[src/mbd_defs.vh]
// Address map, size, key and reset value constants of the memory and bus decode block.
`ifndef MBD_DEFS_VH
`define MBD_DEFS_VH
`define MBD_PERI_BASE      24'h00_4000
`define MBD_PERI_TOP       24'h00_5fff
`define MBD_GUARD_ADDR     24'h00_4000
`define MBD_RAMSZ_ADDR     24'h00_4002
`define MBD_VECL_ADDR      24'h00_4004
`define MBD_VECH_ADDR      24'h00_4006
`define MBD_PSR_ADDR       24'h00_4008
`define MBD_PWG_FIRST      24'h00_4020
`define MBD_PWG_LAST       24'h00_4026
`define MBD_CLG_FIRST      24'h00_4040
`define MBD_CLG_LAST       24'h00_4054
`define MBD_CLG_SKIP       24'h00_404a
`define MBD_CLG_TRIM       24'h00_4054
`define MBD_ITC_FIRST      24'h00_4080
`define MBD_ITC_NINE       24'h00_4092
`define MBD_ITC_LAST       24'h00_4096
`define MBD_FCW_ADDR       24'h00_41b0
`define MBD_RAM_BASE       24'h00_0000
`define MBD_DRAM_BASE      24'h00_2000
`define MBD_DRAM_TOP       24'h00_203f
`define MBD_FLASH_BASE     24'h00_8000
`define MBD_FLASH_TOP      24'h01_7fff
`define MBD_DBG_BYTES      24'h00_0040
`define MBD_RAM_IMPL       24'h00_0800
`define MBD_GUARD_KEY      16'h0096
`define MBD_RAMSZ_RST      16'h0000
`define MBD_VECL_RST       16'h8000
`define MBD_VECH_RST       16'h0000
`define MBD_FCW_RST        16'h0000
`define MBD_UNDEF_DATA     16'h0000
`endif

[src/mbd_split.v]
// Splits a wide access into device-width bus cycles.
`default_nettype none
module mbd_split (
  input  wire       clk_in,
  input  wire       srst_in,
  input  wire       start_in,
  input  wire [1:0] acc_size_in,
  input  wire [1:0] dev_size_in,
  output reg  [1:0] beat_out,
  output reg        busy_out,
  output reg        last_out
);
  reg  [1:0] total;
  reg  [1:0] next_beat;
  // Beats minus one: 8-bit device 16->1, 32->3; 16-bit device 32->1.
  always @* begin
    total = 2'd0;
    if (dev_size_in == 2'd0) begin
      total = (acc_size_in == 2'd2) ? 2'd3 : ((acc_size_in == 2'd1) ? 2'd1 : 2'd0); // RULE_13
    end else if (dev_size_in == 2'd1) begin
      total = (acc_size_in == 2'd2) ? 2'd1 : 2'd0; // RULE_13
    end
    next_beat = beat_out + 2'd1;
    // Flags that the beat closed by the coming edge is the last one.
    last_out  = busy_out ? (next_beat == total) : (total == 2'd0); // RULE_13
  end
  always @(posedge clk_in) begin
    if (srst_in) begin
      beat_out <= 2'd0;
      busy_out <= 1'b0;
    end else if (!busy_out && start_in) begin
      beat_out <= 2'd0;
      busy_out <= (total != 2'd0);
    end else if (busy_out) begin
      beat_out <= next_beat;
      busy_out <= (next_beat != total);
    end
  end
endmodule // mbd_split
`default_nettype wire

[src/mbd_decode.v]
// Memory and peripheral address decode with system and flash wait registers.
`default_nettype none
`include "mbd_defs.vh"
// Overview of operation
// RULE_01: Two-bit software field selects the flash read wait cycles.
// RULE_02: Software sets flash wait for a faster clock before raising the clock.
// RULE_03: Top 64 bytes of RAM serve the debugger; application avoids them.
// RULE_04: Three-bit field limits visible RAM size to at most the implemented size.
// RULE_05: Accesses beyond the RAM limit act as reserved space, reading undefined.
// RULE_06: Peripheral registers occupy the 8K-byte window from 0x4000.
// RULE_07: System group: RAM size, vector base low/high, status mirror.
// RULE_08: Power generator group has four halfwords from 0x4020 to 0x4026.
// RULE_09: Clock group spans 0x4040 to 0x4054, skips 0x404a, ends in trim.
// RULE_10: Interrupt level setup halfwords start at 0x4080, twelve in all.
// RULE_11: Unused display RAM works as ordinary read/write RAM.
// RULE_12: Every location is reachable by a 16-bit single cycle access; the code splits a 16-bit power group access into two byte cycles.
// RULE_13: Wider accesses split into two or four device-width cycles.
// RULE_14: Flash read cycle register sits at 0x41b0.
// RULE_15: Unassigned peripheral offsets complete, ignore writes, read undefined.
// RULE_16: Flash reads take one plus wait cycles; the CPU stalls meanwhile.
module mbd_decode (
  input  wire        clk_in,
  input  wire        srst_in,
  input  wire        req_in,
  input  wire        wr_in,
  input  wire [23:0] addr_in,
  input  wire [1:0]  acc_size_in,
  input  wire [15:0] wdata_in,
  input  wire        debug_active_in,
  input  wire [7:0]  cpu_psr_in,
  input  wire [15:0] flash_rdata_in,
  input  wire [15:0] ram_rdata_in,
  input  wire [15:0] peri_rdata_in,
  output reg  [15:0] rdata_out,
  output reg         ready_out,
  output reg         stall_out,
  output reg         ram_sel_out,
  output reg         dram_sel_out,
  output reg         flash_sel_out,
  output reg         dbg_area_out,
  output reg         pwg_sel_out,
  output reg         clg_sel_out,
  output reg         clg_trim_sel_out,
  output reg         itc_sel_out,
  output reg  [3:0]  itc_index_out,
  output reg         periph_ext_sel_out,
  output reg  [23:0] vector_base_out,
  output reg  [1:0]  flash_read_wait_select_out,
  output reg  [2:0]  ram_size_limit_out
);
  // ****************************************
  // Registers and helpers
  // ****************************************
  reg  [15:0] system_write_guard;
  reg  [15:0] ram_size_limit;
  reg  [15:0] vector_base_low;
  reg  [15:0] vector_base_high;
  reg  [15:0] flash_read_cycle_reg;
  reg  [1:0]  wait_cnt;
  reg         flash_busy;
  reg  [15:0] next_rdata;
  reg         hit_ram;
  reg         hit_dram;
  reg         hit_flash;
  reg         hit_peri;
  reg         hit_dbg;
  reg         hit_pwg;
  reg         hit_clg;
  reg         hit_itc;
  reg         hit_local;
  reg         hit_fcw;
  reg  [23:0] ram_limit_top;
  wire        unlocked;
  wire        split_busy;
  wire        split_last;
  reg  [1:0]  dev_size;

  // Returns the visible RAM byte count for a size code.
  function [23:0] ram_bytes;
    input [2:0] code;
    begin
      if (code == 3'd0) begin
        ram_bytes = `MBD_RAM_IMPL;
      end else begin
        ram_bytes = `MBD_RAM_IMPL >> code;
      end
    end
  endfunction

  // True when addr lies inside [lo, hi].
  function in_range;
    input [23:0] a;
    input [23:0] lo;
    input [23:0] hi;
    begin
      in_range = (a >= lo) && (a <= hi);
    end
  endfunction

  assign unlocked = (system_write_guard == `MBD_GUARD_KEY);

  // ****************************************
  // Address decode
  // ****************************************
  always @* begin
    ram_limit_top = ram_bytes(ram_size_limit[2:0]); // RULE_04
    hit_ram   = (addr_in < ram_limit_top); // RULE_05
    hit_dbg   = hit_ram && (addr_in >= (ram_limit_top - `MBD_DBG_BYTES)); // RULE_03
    hit_dram  = in_range(addr_in, `MBD_DRAM_BASE, `MBD_DRAM_TOP); // RULE_11
    hit_flash = in_range(addr_in, `MBD_FLASH_BASE, `MBD_FLASH_TOP);
    hit_peri  = in_range(addr_in, `MBD_PERI_BASE, `MBD_PERI_TOP); // RULE_06
    hit_pwg   = in_range(addr_in, `MBD_PWG_FIRST, `MBD_PWG_LAST + 24'h00_0001); // RULE_08
    hit_clg   = in_range(addr_in, `MBD_CLG_FIRST, `MBD_CLG_LAST + 24'h00_0001) &&
                ({addr_in[23:1], 1'b0} != `MBD_CLG_SKIP); // RULE_09
    hit_itc   = in_range(addr_in, `MBD_ITC_FIRST, `MBD_ITC_LAST + 24'h00_0001); // RULE_10
    hit_fcw   = ({addr_in[23:1], 1'b0} == `MBD_FCW_ADDR); // RULE_14
    hit_local = hit_peri && (addr_in[23:4] == `MBD_GUARD_ADDR >> 4) &&
                (addr_in[3:1] <= 3'd4); // RULE_07
    // Peripheral registers are 16 bits wide except the power group, which is byte wide.
    if (hit_pwg) begin
      dev_size = 2'd0;
    end else if (hit_peri || hit_ram || hit_dram || hit_flash) begin
      dev_size = 2'd1; // RULE_12
    end else begin
      dev_size = 2'd2;
    end
    next_rdata = `MBD_UNDEF_DATA; // RULE_15
    if (hit_local) begin
      if ({addr_in[23:1], 1'b0} == `MBD_GUARD_ADDR) begin
        next_rdata = {15'd0, unlocked};
      end else if ({addr_in[23:1], 1'b0} == `MBD_RAMSZ_ADDR) begin
        next_rdata = {13'd0, ram_size_limit[2:0]};
      end else if ({addr_in[23:1], 1'b0} == `MBD_VECL_ADDR) begin
        next_rdata = vector_base_low;
      end else if ({addr_in[23:1], 1'b0} == `MBD_VECH_ADDR) begin
        next_rdata = {8'd0, vector_base_high[7:0]};
      end else begin
        next_rdata = {8'd0, cpu_psr_in}; // RULE_07
      end
    end else if (hit_fcw) begin
      next_rdata = {14'd0, flash_read_cycle_reg[1:0]};
    end else if (hit_pwg || hit_clg || hit_itc) begin
      next_rdata = peri_rdata_in;
    end else if (hit_ram || hit_dram) begin
      next_rdata = ram_rdata_in;
    end else if (hit_flash) begin
      next_rdata = flash_rdata_in;
    end
  end

  mbd_split u_split (
    .clk_in      (clk_in),
    .srst_in     (srst_in),
    .start_in    (req_in && !flash_busy && !split_busy),
    .acc_size_in (acc_size_in),
    .dev_size_in (dev_size),
    .beat_out    (),
    .busy_out    (split_busy),
    .last_out    (split_last)
  );

  // ****************************************
  // Registers and bus timing
  // ****************************************
  always @(posedge clk_in) begin
    if (srst_in) begin
      system_write_guard   <= 16'h0000;
      ram_size_limit       <= `MBD_RAMSZ_RST;
      vector_base_low      <= `MBD_VECL_RST;
      vector_base_high     <= `MBD_VECH_RST;
      flash_read_cycle_reg <= `MBD_FCW_RST;
      wait_cnt             <= 2'd0;
      flash_busy           <= 1'b0;
      rdata_out            <= 16'h0000;
      ready_out            <= 1'b0;
      stall_out            <= 1'b0;
      ram_sel_out          <= 1'b0;
      dram_sel_out         <= 1'b0;
      flash_sel_out        <= 1'b0;
      dbg_area_out         <= 1'b0;
      pwg_sel_out          <= 1'b0;
      clg_sel_out          <= 1'b0;
      clg_trim_sel_out     <= 1'b0;
      itc_sel_out          <= 1'b0;
      itc_index_out        <= 4'd0;
      periph_ext_sel_out   <= 1'b0;
      vector_base_out      <= 24'h00_8000;
      flash_read_wait_select_out <= 2'd0;
      ram_size_limit_out   <= 3'd0;
    end else begin
      ready_out <= 1'b0;
      if (req_in && wr_in && !flash_busy) begin
        if ({addr_in[23:1], 1'b0} == `MBD_GUARD_ADDR) begin
          system_write_guard <= wdata_in;
        end else if (hit_local && unlocked &&
                     ({addr_in[23:1], 1'b0} == `MBD_RAMSZ_ADDR)) begin
          ram_size_limit <= {13'd0, wdata_in[2:0]}; // RULE_04
        end else if (hit_local && unlocked &&
                     ({addr_in[23:1], 1'b0} == `MBD_VECL_ADDR)) begin
          vector_base_low <= {wdata_in[15:8], 8'h00};
        end else if (hit_local && unlocked &&
                     ({addr_in[23:1], 1'b0} == `MBD_VECH_ADDR)) begin
          vector_base_high <= {8'd0, wdata_in[7:0]};
        end else if (hit_fcw && unlocked) begin
          flash_read_cycle_reg <= {14'd0, wdata_in[1:0]}; // RULE_01
        end
      end
      // Flash read holds the bus for one plus the selected wait cycles.
      if (req_in && !wr_in && hit_flash && !flash_busy && flash_read_cycle_reg[1:0] != 2'd0) begin
        flash_busy <= 1'b1; // RULE_16
        wait_cnt   <= flash_read_cycle_reg[1:0] - 2'd1;
        stall_out  <= 1'b1;
      end else if (flash_busy) begin
        if (wait_cnt == 2'd0) begin
          flash_busy <= 1'b0; // RULE_16
          stall_out  <= 1'b0;
          ready_out  <= 1'b1;
          rdata_out  <= flash_rdata_in;
        end else begin
          wait_cnt <= wait_cnt - 2'd1;
        end
      end else if (req_in) begin
        stall_out <= !split_last; // RULE_13
        ready_out <= split_last; // RULE_12
        rdata_out <= wr_in ? 16'h0000 : next_rdata; // RULE_15
      end else begin
        stall_out <= split_busy && !split_last;
        ready_out <= split_busy && split_last;
      end
      ram_sel_out        <= req_in && hit_ram;
      dram_sel_out       <= req_in && hit_dram; // RULE_11
      flash_sel_out      <= req_in && hit_flash;
      dbg_area_out       <= req_in && hit_dbg && debug_active_in; // RULE_03
      pwg_sel_out        <= req_in && hit_pwg;
      clg_sel_out        <= req_in && hit_clg;
      clg_trim_sel_out   <= req_in && hit_clg && ({addr_in[23:1], 1'b0} == `MBD_CLG_TRIM);
      itc_sel_out        <= req_in && hit_itc;
      // The level group base is 32-byte aligned, so the offset bits give the index.
      itc_index_out      <= addr_in[4:1]; // RULE_10
      periph_ext_sel_out <= req_in && (hit_pwg || hit_clg || hit_itc);
      vector_base_out    <= {vector_base_high[7:0], vector_base_low};
      flash_read_wait_select_out <= flash_read_cycle_reg[1:0];
      ram_size_limit_out <= ram_size_limit[2:0];
    end
  end
endmodule // mbd_decode
`default_nettype wire

[config.mk]
export PLATFORM = sky130hd
export DESIGN_NAME = mbd_decode
export DESIGN_NICKNAME = d
export VERILOG_FILES = /design/src/mbd_split.v /design/src/mbd_decode.v
export VERILOG_INCLUDE_DIRS = /design/src
export SDC_FILE = /design/constraint.sdc
export NUM_CORES = 1
export LEC_CHECK = 0
export BUFFER_PORTS_ARGS = -buffer_cell sky130_fd_sc_hd__buf_2
export CORE_ASPECT_RATIO = 1.75
export CORE_MARGIN = 10
export CORE_UTILIZATION = 45
export DETAILED_ROUTE_END_ITERATION = 7
export PLACE_DENSITY_LB_ADDON = 0.1
export REMOVE_ABC_BUFFERS = 1
export SYNTH_ARGS = -nofsm -noshare
export SYNTH_HDL_FRONTEND = slang
export SYNTH_SLANG_ARGS = --single-unit
[constraint.sdc]
create_clock -name clk_in -period 2.8 [get_ports clk_in]
set_input_delay 0.28 -clock clk_in [delete_from_list [all_inputs] [get_ports clk_in]]
set_output_delay 0.28 -clock clk_in [all_outputs]
set_load 0.05 [all_outputs]
==> metrics.csv, run 1 <==
metric;value;unit
Slew @ Worst Pin;667;ps
Total Power;2.99;mW
initial DRC count;254;
DP Area;0.00645;mm^2
DRC viols;0;
Worst Setup SP;ram_size_limit[1];
gpl congestion;0.930;
DPL Wire Length;14900;um
reg2reg start;ram_size_limit[1];
Pre-antenna DRT Iters;5;
period utilisation layout;95.7;%
Slew headroom;55.1;%
fin crit period;2680;ps
Hold WS;155;ps
Nets;942;
final std cells w/o fill;950;
TritonCTS buffer count;9;
Peak VDD IR;0.000315;V
Synth Instances;644;
core footprint;0.0119;mm^2
Synth Warn #;0;
Psw;820;uW
Fin. Hold Viols;0;
Initial Utilization;45.5;%
Die Footprint;0.0170;mm^2
WS Path Type;register to register;
Core Util, Final;57.6;%
Antenna Cells;0;
crit end category;register;
worst setup margin;119;ps
Int Power;2.16;mW
clk sinks;95;
IO buf count;154;
Rows;53;
DR vias/cell;5.85;
Clock power frac;39.7;%
flops & latches, synth;95;
number of global-route vias before repair;5741;
Worst Skew;7.58;ps
Post-Route WL;18800;um
wire length per cell;19.8;um
worst-path fanout max;7;
Setup TNS;0;ps
IO Count;163;
unique cell type count in the Yosys netlist;71;
worst min-delay path startpoint;debug_active_in;
setup violators final;0;
leakage;2.95;nW
Regs by FF count;rdata_out (16), system_write_guard (16), vector_base_out (16);
Die Y;165;um
Max Root-Sink Buffers;2;
sequential power share;45.9;%
final instance area;0.00687;mm^2
M1 WL;6730;um
top_reg_cell synth;dfxtp_1;
ANT nets after route;0;
met2 wire length;9960;um
worst skew pair latency;350;ps
area grow syn2layout;26.5;%
mean post-synth cell area;8.44;um^2
max-capacitance violation count;0;
aggregate global-route resource usage;21.3;%
Net Sw Frac;27.5;%
Post-Syn Area;0.00543;mm^2
Min-Delay Path Class;input pin to register;
Post-synth EDFFs;0;
CTS tree;built;
power density over cell area;434;mW/mm^2
required time worst endpoint;3020;ps
Arr. time, crit path;2900;ps
element type at the critical path start;register;
Fillers;1149;
largest net degree at the start of global routing;67;
Synth async-reset ratio;0;%
root buf cell;clkbuf_16;
worst slack at placement;43.3;ps
Top Metal Used;met4;
number of H-tree levels;3;
fmax;373;MHz
share of cells above drive strength 1;31.5;%
max-slew violation count;0;
dpl cells;929;
CTS clk-pin slew, worst paths;70;ps
status;finished, final reports clean;
post-synthesis sequential area ratio;35.0;%
Met3 Routed Length;1280;um
power share of the combinational group;14.4;%
initial antenna violation count;0;
Via Count;5559;
GRT Residual Overflow;0;
global-route wire length before repair;28500;um
Die W;103;um
## cell usage in the layout (no fill, tap or decap), drive strengths merged, types with 5 or more instances in the layout
cell | synthesis | routed
nor4 | 13 | 13
dfxtp | 95 | 95
nand2b | 12 | 12
a211oi | 16 | 16
clkbuf | 24 | 12
conb | 1 | 8
buf | 23 | 193
a22oi | 8 | 8
a211o | 9 | 9
a2111oi | 7 | 7
nand2 | 79 | 79
inv | 17 | 18
or3 | 7 | 7
a21o | 7 | 7
o211ai | 5 | 5
a221oi | 11 | 11
a221o | 6 | 6
nor3 | 7 | 7
nand3 | 12 | 12
mux2i | 14 | 14
and3 | 6 | 6
nand3b | 7 | 7
o21ai | 25 | 25
nand4 | 16 | 16
a21oi | 54 | 54
nor2b | 27 | 27
or4 | 5 | 5
ha | 31 | 31
nor2 | 52 | 52
## worst max-delay path, stage by stage, from the launching register on
cell,delay (ps)
dfxtp_2,350
inv_1,50
or3_4,370
ha_4,270
nand4_1,90
buf_4,150
a211oi_1,170
or4_4,200
nand2_4,70
buf_4,170
a221o_1,360
a221oi_2,220
a2111oi_2,60
## routing by layer
layer	GRT usage, %	vias up
met5	0	-
met4	13.4	0
met3	5.66	47
met2	38.0	187
met1	21.1	2665
li1	-	2660
## repair_timing
item                       in CTS  in global routing
resized for setup               0                 17
hold buffers                    0                  0
setup endpoints to repair       0                  6
buffers inserted                0                  5
## area by class of cell
type                       instances  area [um^2]  share of cell area [%]
timing repair buffer             193         1080                    15.8
multi-input combinational        492         3360                    48.9
inverter                          17         63.8                   0.928
sequential                        95         1910                    27.8
tap                              137          171                    2.49
clock inverter                     4         28.8                   0.419
clock buffer                      12          256                    3.73
## cell families after synthesis
group / after synthesis / synth area share (%)
simple gates: 263 / 26.5
compound gates: 171 / 22.7
flops: 95 / 35.0
buf+inv: 64 / 5.23
fa+ha+maj: 31 / 7.14
mux: 14 / 2.58
xor+xnor: 5 / 0.806
other cells: 1 / 0.0690
## cell usage after synthesis (3+ instances only)
| cell type | count | area (um^2) |
|---|---|---|
| a2111oi_2 | 5 | 75.1 |
| a211o_1 | 9 | 78.8 |
| a211oi_1 | 8 | 60.1 |
| a211oi_2 | 8 | 100 |
| a21o_1 | 7 | 52.6 |
| a21oi_1 | 54 | 270 |
| a221o_1 | 6 | 60.1 |
| a221oi_1 | 11 | 96.3 |
| a22oi_1 | 7 | 52.6 |
| and2_1 | 3 | 18.8 |
| and3_1 | 6 | 37.5 |
| and4_1 | 3 | 26.3 |
| buf_1 | 4 | 15.0 |
| buf_2 | 11 | 55.1 |
| buf_4 | 8 | 60.1 |
| clkbuf_1 | 24 | 90.1 |
| dfxtp_1 | 95 | 1900 |
| ha_1 | 31 | 388 |
| inv_1 | 17 | 63.8 |
| mux2i_1 | 14 | 140 |
| nand2_1 | 77 | 289 |
| nand2b_1 | 12 | 75.1 |
| nand3_1 | 12 | 60.1 |
| nand3b_1 | 7 | 52.6 |
| nand4_1 | 16 | 100 |
| nor2_1 | 51 | 191 |
| nor2b_1 | 27 | 169 |
| nor3_1 | 6 | 30.0 |
| nor3b_1 | 3 | 22.5 |
| nor4_1 | 8 | 50.1 |
| nor4_4 | 4 | 85.1 |
| o211ai_1 | 5 | 37.5 |
| o21a_1 | 4 | 30.0 |
| o21ai_0 | 24 | 120 |
| o21bai_1 | 3 | 22.5 |
| or2_2 | 3 | 18.8 |
| or3_1 | 6 | 37.5 |
| or4_1 | 4 | 30.0 |
| xnor2_1 | 4 | 35.0 |
## power groups by stage
stage	clock network, mW	registers, mW	logic [mW]
after floorplan	0	1.45	0.157
after global placement	0	1.40	0.408
final	1.18	1.37	0.430
after CTS	1.20	1.37	0.418
after detailed placement	0	1.40	0.417
after global routing	1.25	1.37	0.462
## worst paths after layout
path / end / slack [ps] / cells past startpoint
worst max register to register: rdata_out[4] / 120 / 12
worst min register to register: system_write_guard[4] / 450 / 2
worst max-delay path: rdata_out[4] / 120 / 12
worst min-delay path: dbg_area_out / 150 / 3
No activity file was read; power rests on OpenSTA's default activity.
==> inputs of run 2 (changes only) <==
--- a/config.mk
+++ b/config.mk
@@ -10,6 +10,7 @@
 export CORE_ASPECT_RATIO = 1.75
 export CORE_MARGIN = 10
 export CORE_UTILIZATION = 45
+export CTS_BUF_LIST = sky130_fd_sc_hd__clkbuf_4 sky130_fd_sc_hd__clkbuf_8
 export DETAILED_ROUTE_END_ITERATION = 7
 export PLACE_DENSITY_LB_ADDON = 0.1
 export REMOVE_ABC_BUFFERS = 1
==> run 2 against run 1 <==
  * Utilization shrank 0.80 points
  * Cell area is 1.4% lower
  * Largest power group unchanged
  * Cell count is the same
==> metrics.csv, run 2 (synthesis gave the netlist of run 1 again) <==
metric;value;unit;change
commonest non-fill, non-tap cell in the layout;buf_2;;unchanged
Slew @ Worst Pin;655;ps;was 667 ps
initial DRC count;257;;was 254
IO Count;163;;unchanged
required time worst endpoint;3060;ps;was 3020 ps
CTS clk-pin slew, worst paths;90;ps;was 70 ps
element type at the critical path start;register;;unchanged
core footprint;0.0119;mm^2;unchanged
Die Y;165;um;unchanged
global-route wire length before repair;28400;um;was 28500 um
Core Util, Final;56.8;%;was 57.6%
setup violators final;0;;unchanged
leakage;2.91;nW;was 2.95 nW
GRT Residual Overflow;0;;unchanged
area grow syn2layout;24.8;%;was 26.5%
Slew headroom;55.9;%;was 55.1%
number of global-route vias before repair;5732;;was 5741
Peak VDD IR;0.000266;V;was 0.000315 V
Worst Skew;9.26;ps;was 7.58 ps
ANT nets after route;0;;unchanged
crit end category;register;;unchanged
largest net degree at the start of global routing;67;;unchanged
fmax;373;MHz;about the same
aggregate global-route resource usage;21.3;%;about the same
Regs by FF count;rdata_out (16), system_write_guard (16), vector_base_out (16);;unchanged
worst skew pair latency;370;ps;was 350 ps
GR peak layer;met2;;unchanged
Initial Utilization;45.5;%;unchanged
worst slack at placement;43.3;ps;unchanged
DR vias/cell;5.85;;unchanged
Die W;103;um;unchanged
clk sinks;95;;unchanged
Min-Delay Path Class;input pin to register;;unchanged
DPL Wire Length;14900;um;unchanged
Post-Route WL;18800;um;about the same
TritonCTS buffer count;9;;unchanged
power density over cell area;394;mW/mm^2;was 434 mW/mm^2
Arr. time, crit path;2940;ps;was 2900 ps
Max Root-Sink Buffers;2;;unchanged
Hold WS;127;ps;was 155 ps
DRC viols;0;;unchanged
Pre-antenna DRT Iters;7;;was 5
Antenna Cells;0;;unchanged
dpl cells;929;;unchanged
period utilisation layout;95.8;%;was 95.7%
initial antenna violation count;0;;unchanged
max-capacitance violation count;0;;unchanged
share of cells above drive strength 1;31.6;%;was 31.5%
number of H-tree levels;3;;unchanged
met3 usage;5.58;%;was 5.66%
Fillers;1152;;was 1149
Nets;942;;unchanged
wire length per cell;19.8;um;about the same
Total Power;2.67;mW;was 2.99 mW
IO buf count;154;;unchanged
Die Footprint;0.0170;mm^2;unchanged
Rows;53;;unchanged
WS Path Type;register to register;;unchanged
most frequent cells in the layout;154 x buf_2, 92 x dfxtp_1, 77 x nand2_1;;unchanged
worst-path fanout max;7;;unchanged
max-slew violation count;0;;unchanged
root buf cell;clkbuf_8;;was clkbuf_16
final std cells w/o fill;950;;unchanged
Fin. Hold Viols;0;;unchanged
fin crit period;2680;ps;about the same
CTS tree;built;;unchanged
gpl congestion;0.930;;unchanged
GR Util met2;38.0;%;about the same
worst setup margin;117;ps;was 119 ps
status;finished, final reports clean;;unchanged
Via Count;5559;;unchanged
hold buffers post-CTS;0;;unchanged
GR Layer Usage met1;21.1;%;about the same
==> run 2: cell counts in the layout (fill, tap and decap cells not counted) <==
Identical to the previous run, type by type.
==> run 2: area by class of cell <==
class,instances,area (um^2),share of cell area (%)
flip-flops and latches,95,1910,28.2
clock inverters,4,28.8,0.425
inverters,17,63.8,0.941
well taps,137,171,2.53
clock buffers,12,159,2.34
repair buffers,193,1080,16.0
multi-input cells,492,3360,49.6
==> run 2: path summary, 6_finish.rpt <==
path	slack (ps)	start	cells past startpoint	to
hold reg to reg	450	system_write_guard[4]	2	system_write_guard[4]
hold / removal	130	debug_active_in	3	dbg_area_out
setup / recovery	120	ram_size_limit[1]	12	rdata_out[4]
setup reg to reg	120	ram_size_limit[1]	12	rdata_out[4]
==> run 2: repair_timing <==
item / CTS / global route
setup buffers: 0 / 5
gates resized for setup: 0 / 18
endpoints found under the hold margin: 0 / 0
setup endpoints to repair: 0 / 6
==> run 2: worst max-delay path, cell delays in order, from the launching register on <==
cell	delay, ps
dfxtp_2	360
inv_1	50
or3_4	370
ha_4	270
nand4_1	90
buf_4	150
a211oi_1	170
or4_4	200
nand2_4	70
buf_4	170
a221o_1	360
a221oi_2	220
a2111oi_2	60
==> run 2: stage by stage <==
| step | instance area, um^2 | TNS (ps) |
|---|---|---|
| 4_1_cts | 6640 | 0 |
| 2_1_floorplan | 5240 | -2880 |
| 6_report | 6780 | 0 |
| 5_1_grt | 6780 | -62.8 |
| 3_3_place_gp | 6450 | 0 |
| 3_5_place_dp | 6450 | 0 |
==> run 2: report_power, final <==
group          switching, mW  internal (mW)
Combinational          0.281          0.148
Sequential           0.00777           1.36
Clock                  0.490          0.384
Total                  0.779           1.89
==> run 2: metal layers <==
metal,vias to the layer above,routed length [um],share of wire (%)
met4,0,911,4.8
met5,-,0,0
met3,50,1380,7.4
met1,2643,6670,36
met2,206,9830,52
li1,2660,-,-
==> inputs of run 3 (changes only) <==
--- a/config.mk
+++ b/config.mk
@@ -6,12 +6,14 @@
 export SDC_FILE = /design/constraint.sdc
 export NUM_CORES = 1
 export LEC_CHECK = 0
+export ABC_CLOCK_PERIOD_IN_PS = 2800
 export BUFFER_PORTS_ARGS = -buffer_cell sky130_fd_sc_hd__buf_2
 export CORE_ASPECT_RATIO = 1.75
 export CORE_MARGIN = 10
 export CORE_UTILIZATION = 45
 export CTS_BUF_LIST = sky130_fd_sc_hd__clkbuf_4 sky130_fd_sc_hd__clkbuf_8
 export DETAILED_ROUTE_END_ITERATION = 7
+export GPL_TIMING_DRIVEN = 0
 export PLACE_DENSITY_LB_ADDON = 0.1
 export REMOVE_ABC_BUFFERS = 1
 export SYNTH_ARGS = -nofsm -noshare
==> run 3 against run 2 <==
  * The flow now finishes with violations (negative setup slack)
  * Die area stayed put
  * Sequential share of layout area increased by 0.65 points
  * Worst setup slack got worse by 150 ps
  * Power is 0.12% higher
  * Critical path depth is 2 lower
  * Register-to-register slack got worse by 150 ps
  * Global-route usage is essentially flat
==> metrics.csv, run 3 (synthesis gave the netlist of run 1 again) <==
metric;value;unit;change
status;complete, but fails checks;;was finished, final reports clean
failing checks;negative setup slack;;
Post-Route WL;18700;um;was 18800 um
final std cells w/o fill;930;;was 950
aggregate global-route resource usage;21.3;%;about the same
Hold Path End;dbg_area_out;;unchanged
leakage;2.81;nW;was 2.91 nW
IO Count;163;;unchanged
core footprint;0.0119;mm^2;unchanged
worst setup margin;-32.3;ps;was 117 ps
Core Util, Final;55.7;%;was 56.8%
global-route wire length before repair;28500;um;was 28400 um
initial DRC count;304;;was 257
gpl congestion;0.872;;was 0.930
reg2reg start;ram_size_limit[1];;unchanged
sequential power share;51.1;%;was 51.2%
worst-path fanout max;4;;was 7
Die W;103;um;unchanged
Cells on Worst Hold Path;3;;unchanged
Hold WS;124;ps;was 127 ps
root buf cell;clkbuf_8;;unchanged
GRT Residual Overflow;0;;unchanged
fmax;353;MHz;was 373 MHz
CTS clk-pin slew, worst paths;100;ps;was 90 ps
CP most frequent cell;or3_4;;was buf_4
DRC viols;0;;unchanged
Slew headroom;35.9;%;was 55.9%
dpl cells;896;;was 929
worst min-delay path startpoint;debug_active_in;;unchanged
power share of the combinational group;15.5;%;was 16.1%
Worst Skew;7.19;ps;was 9.26 ps
Levels on crit path;10;;was 12
IO buf count;154;;unchanged
Bufs and invs on worst path;1;;was 3
R2R Setup Slk;-30;ps;was 120 ps
Crit path largest cell delay;620;ps;was 370 ps
element type at the critical path start;register;;unchanged
critical path's slowest cell;or4_4;;was or3_4
crit-path cells;clkinvlp_4 -> or3_4 -> ha_4 -> nand4_1 -> o211ai_1 -> or4_4 -> o2bb2ai_4 -> or3_4 -> a31o_2 -> o41ai_1;;was inv_1 -> or3_4 -> ha_4 -> nand4_1 -> buf_4 -> a211oi_1 -> or4_4 -> nand2_4 -> buf_4 -> a221o_1 -> a221oi_2 -> a2111oi_2
max-slew violation count;0;;unchanged
worst r2r dst;stall_out;;was rdata_out[4]
worst skew pair latency;380;ps;was 370 ps
RSZ-0062 raised after global routing;yes;;
number of H-tree levels;3;;unchanged
Initial Utilization;45.5;%;unchanged
WS Path Type;register to register;;unchanged
area grow syn2layout;22.3;%;was 24.8%
required time worst endpoint;3080;ps;was 3060 ps
max-capacitance violation count;0;;unchanged
CP delay by family, top;simple AND/OR/NAND/NOR gates;;was compound AO/OA/AOI/OAI gates
crit end category;register;;unchanged
DPL Wire Length;14000;um;was 14900 um
Nets;921;;was 942
Slew @ Worst Pin;961;ps;was 655 ps
Min-Delay Path Class;input pin to register;;unchanged
Max Root-Sink Buffers;2;;unchanged
hold buffers post-CTS;0;;unchanged
Die Y;165;um;unchanged
largest net degree at the start of global routing;90;;was 67
TritonCTS buffer count;9;;unchanged
ANT nets after route;0;;unchanged
Die Footprint;0.0170;mm^2;unchanged
setup violators final;1;;was 0
Via Count;5503;;was 5559
power density over cell area;403;mW/mm^2;was 394 mW/mm^2
Rows;53;;unchanged
Regs by FF count;rdata_out (16), system_write_guard (16), vector_base_out (16);;unchanged
period utilisation layout;101;%;was 95.8%
r2r worst-path depth;10;;was 12
Pre-antenna DRT Iters;5;;was 7
most frequent cells in the layout;153 x buf_2, 91 x dfxtp_1, 77 x nand2_1;;was 154 x buf_2, 92 x dfxtp_1, 77 x nand2_1
clk sinks;95;;unchanged
Int Power;1.84;mW;was 1.89 mW
initial antenna violation count;1;;was 0
share of cells above drive strength 1;30.2;%;was 31.6%
Clock power frac;33.4;%;was 32.7%
wire length per cell;20.1;um;was 19.8 um
fin crit period;2830;ps;was 2680 ps
Fin. Hold Viols;0;;unchanged
commonest non-fill, non-tap cell in the layout;buf_2;;unchanged
Psw;837;uW;was 779 uW
Net Sw Frac;31.3;%;was 29.2%
CTS tree;built;;unchanged
Peak VDD IR;0.000304;V;was 0.000266 V
Arr. time, crit path;3110;ps;was 2940 ps
number of global-route vias before repair;5620;;was 5732
DR vias/cell;5.92;;was 5.85
run 3: tightest hold or removal path: cells and delay by family:
kind	cells	cell delay [ps]
buffers and inverters	1	100
AND/OR/NAND/NOR	1	50
AO/OA/AOI/OAI	1	40
run 3: cell type report:
type / instances / area [um^2]
tap: 137 / 171
clock inverter: 7 / 61.3
antenna: 1 / 2.50
fill: 1182 / 5290
sequential: 95 / 1920
clock buffer: 9 / 124
timing repair buffer: 172 / 920
multi-input combinational: 492 / 3380
inverter: 17 / 67.6
run 3: power groups by stage:
stage                     Clock (mW)  Combinational [mW]  Sequential (mW)
final                          0.894               0.415             1.37
after global routing           0.976               0.448             1.37
after CTS                      0.917               0.406             1.37
after detailed placement           0               0.404             1.40
after global placement             0               0.395             1.40
after floorplan                    0               0.157             1.45
run 3: how the worst max path moves through the flow:
stage / start / endpoint / slack, ps
global placement: flash_busy / rdata_out[0] / -2390
CTS: ram_size_limit[1] / stall_out / -70
detailed placement: flash_busy / rdata_out[0] / -1030
finish: ram_size_limit[1] / stall_out / -30
floorplan: flash_busy / rdata_out[0] / -580
global route: ram_size_limit[1] / stall_out / -130
run 3: stage by stage:
stage / setup WS, ps / TNS (ps) / total power, mW / instance area (um^2)
6_report: -32.3 / -32.3 / 2.68 / 6650
5_1_grt: -132 / -704 / 2.79 / 6640
4_1_cts: -69.1 / -69.1 / 2.69 / 6490
3_5_place_dp: -1030 / -21000 / 1.81 / 6200
3_3_place_gp: -2390 / -38750 / 1.80 / 6180
2_1_floorplan: -582 / -2880 / 1.61 / 5240
run 3: repair_timing:
action	in CTS	in global routing
pin swaps	4	6
resized for setup	14	11
setup buffers	8	9
gates cloned	0	0
setup endpoints to repair	27	29
run 3: metal layers:
layer / GRT usage (%) / up-vias / share of wire, %
met5: 0 / - / 0
met4: 8.51 / 0 / 2.8
met3: 5.25 / 46 / 7.3
met2: 39.4 / 214 / 54
met1: 22.0 / 2626 / 36
li1: - / 2617 / -
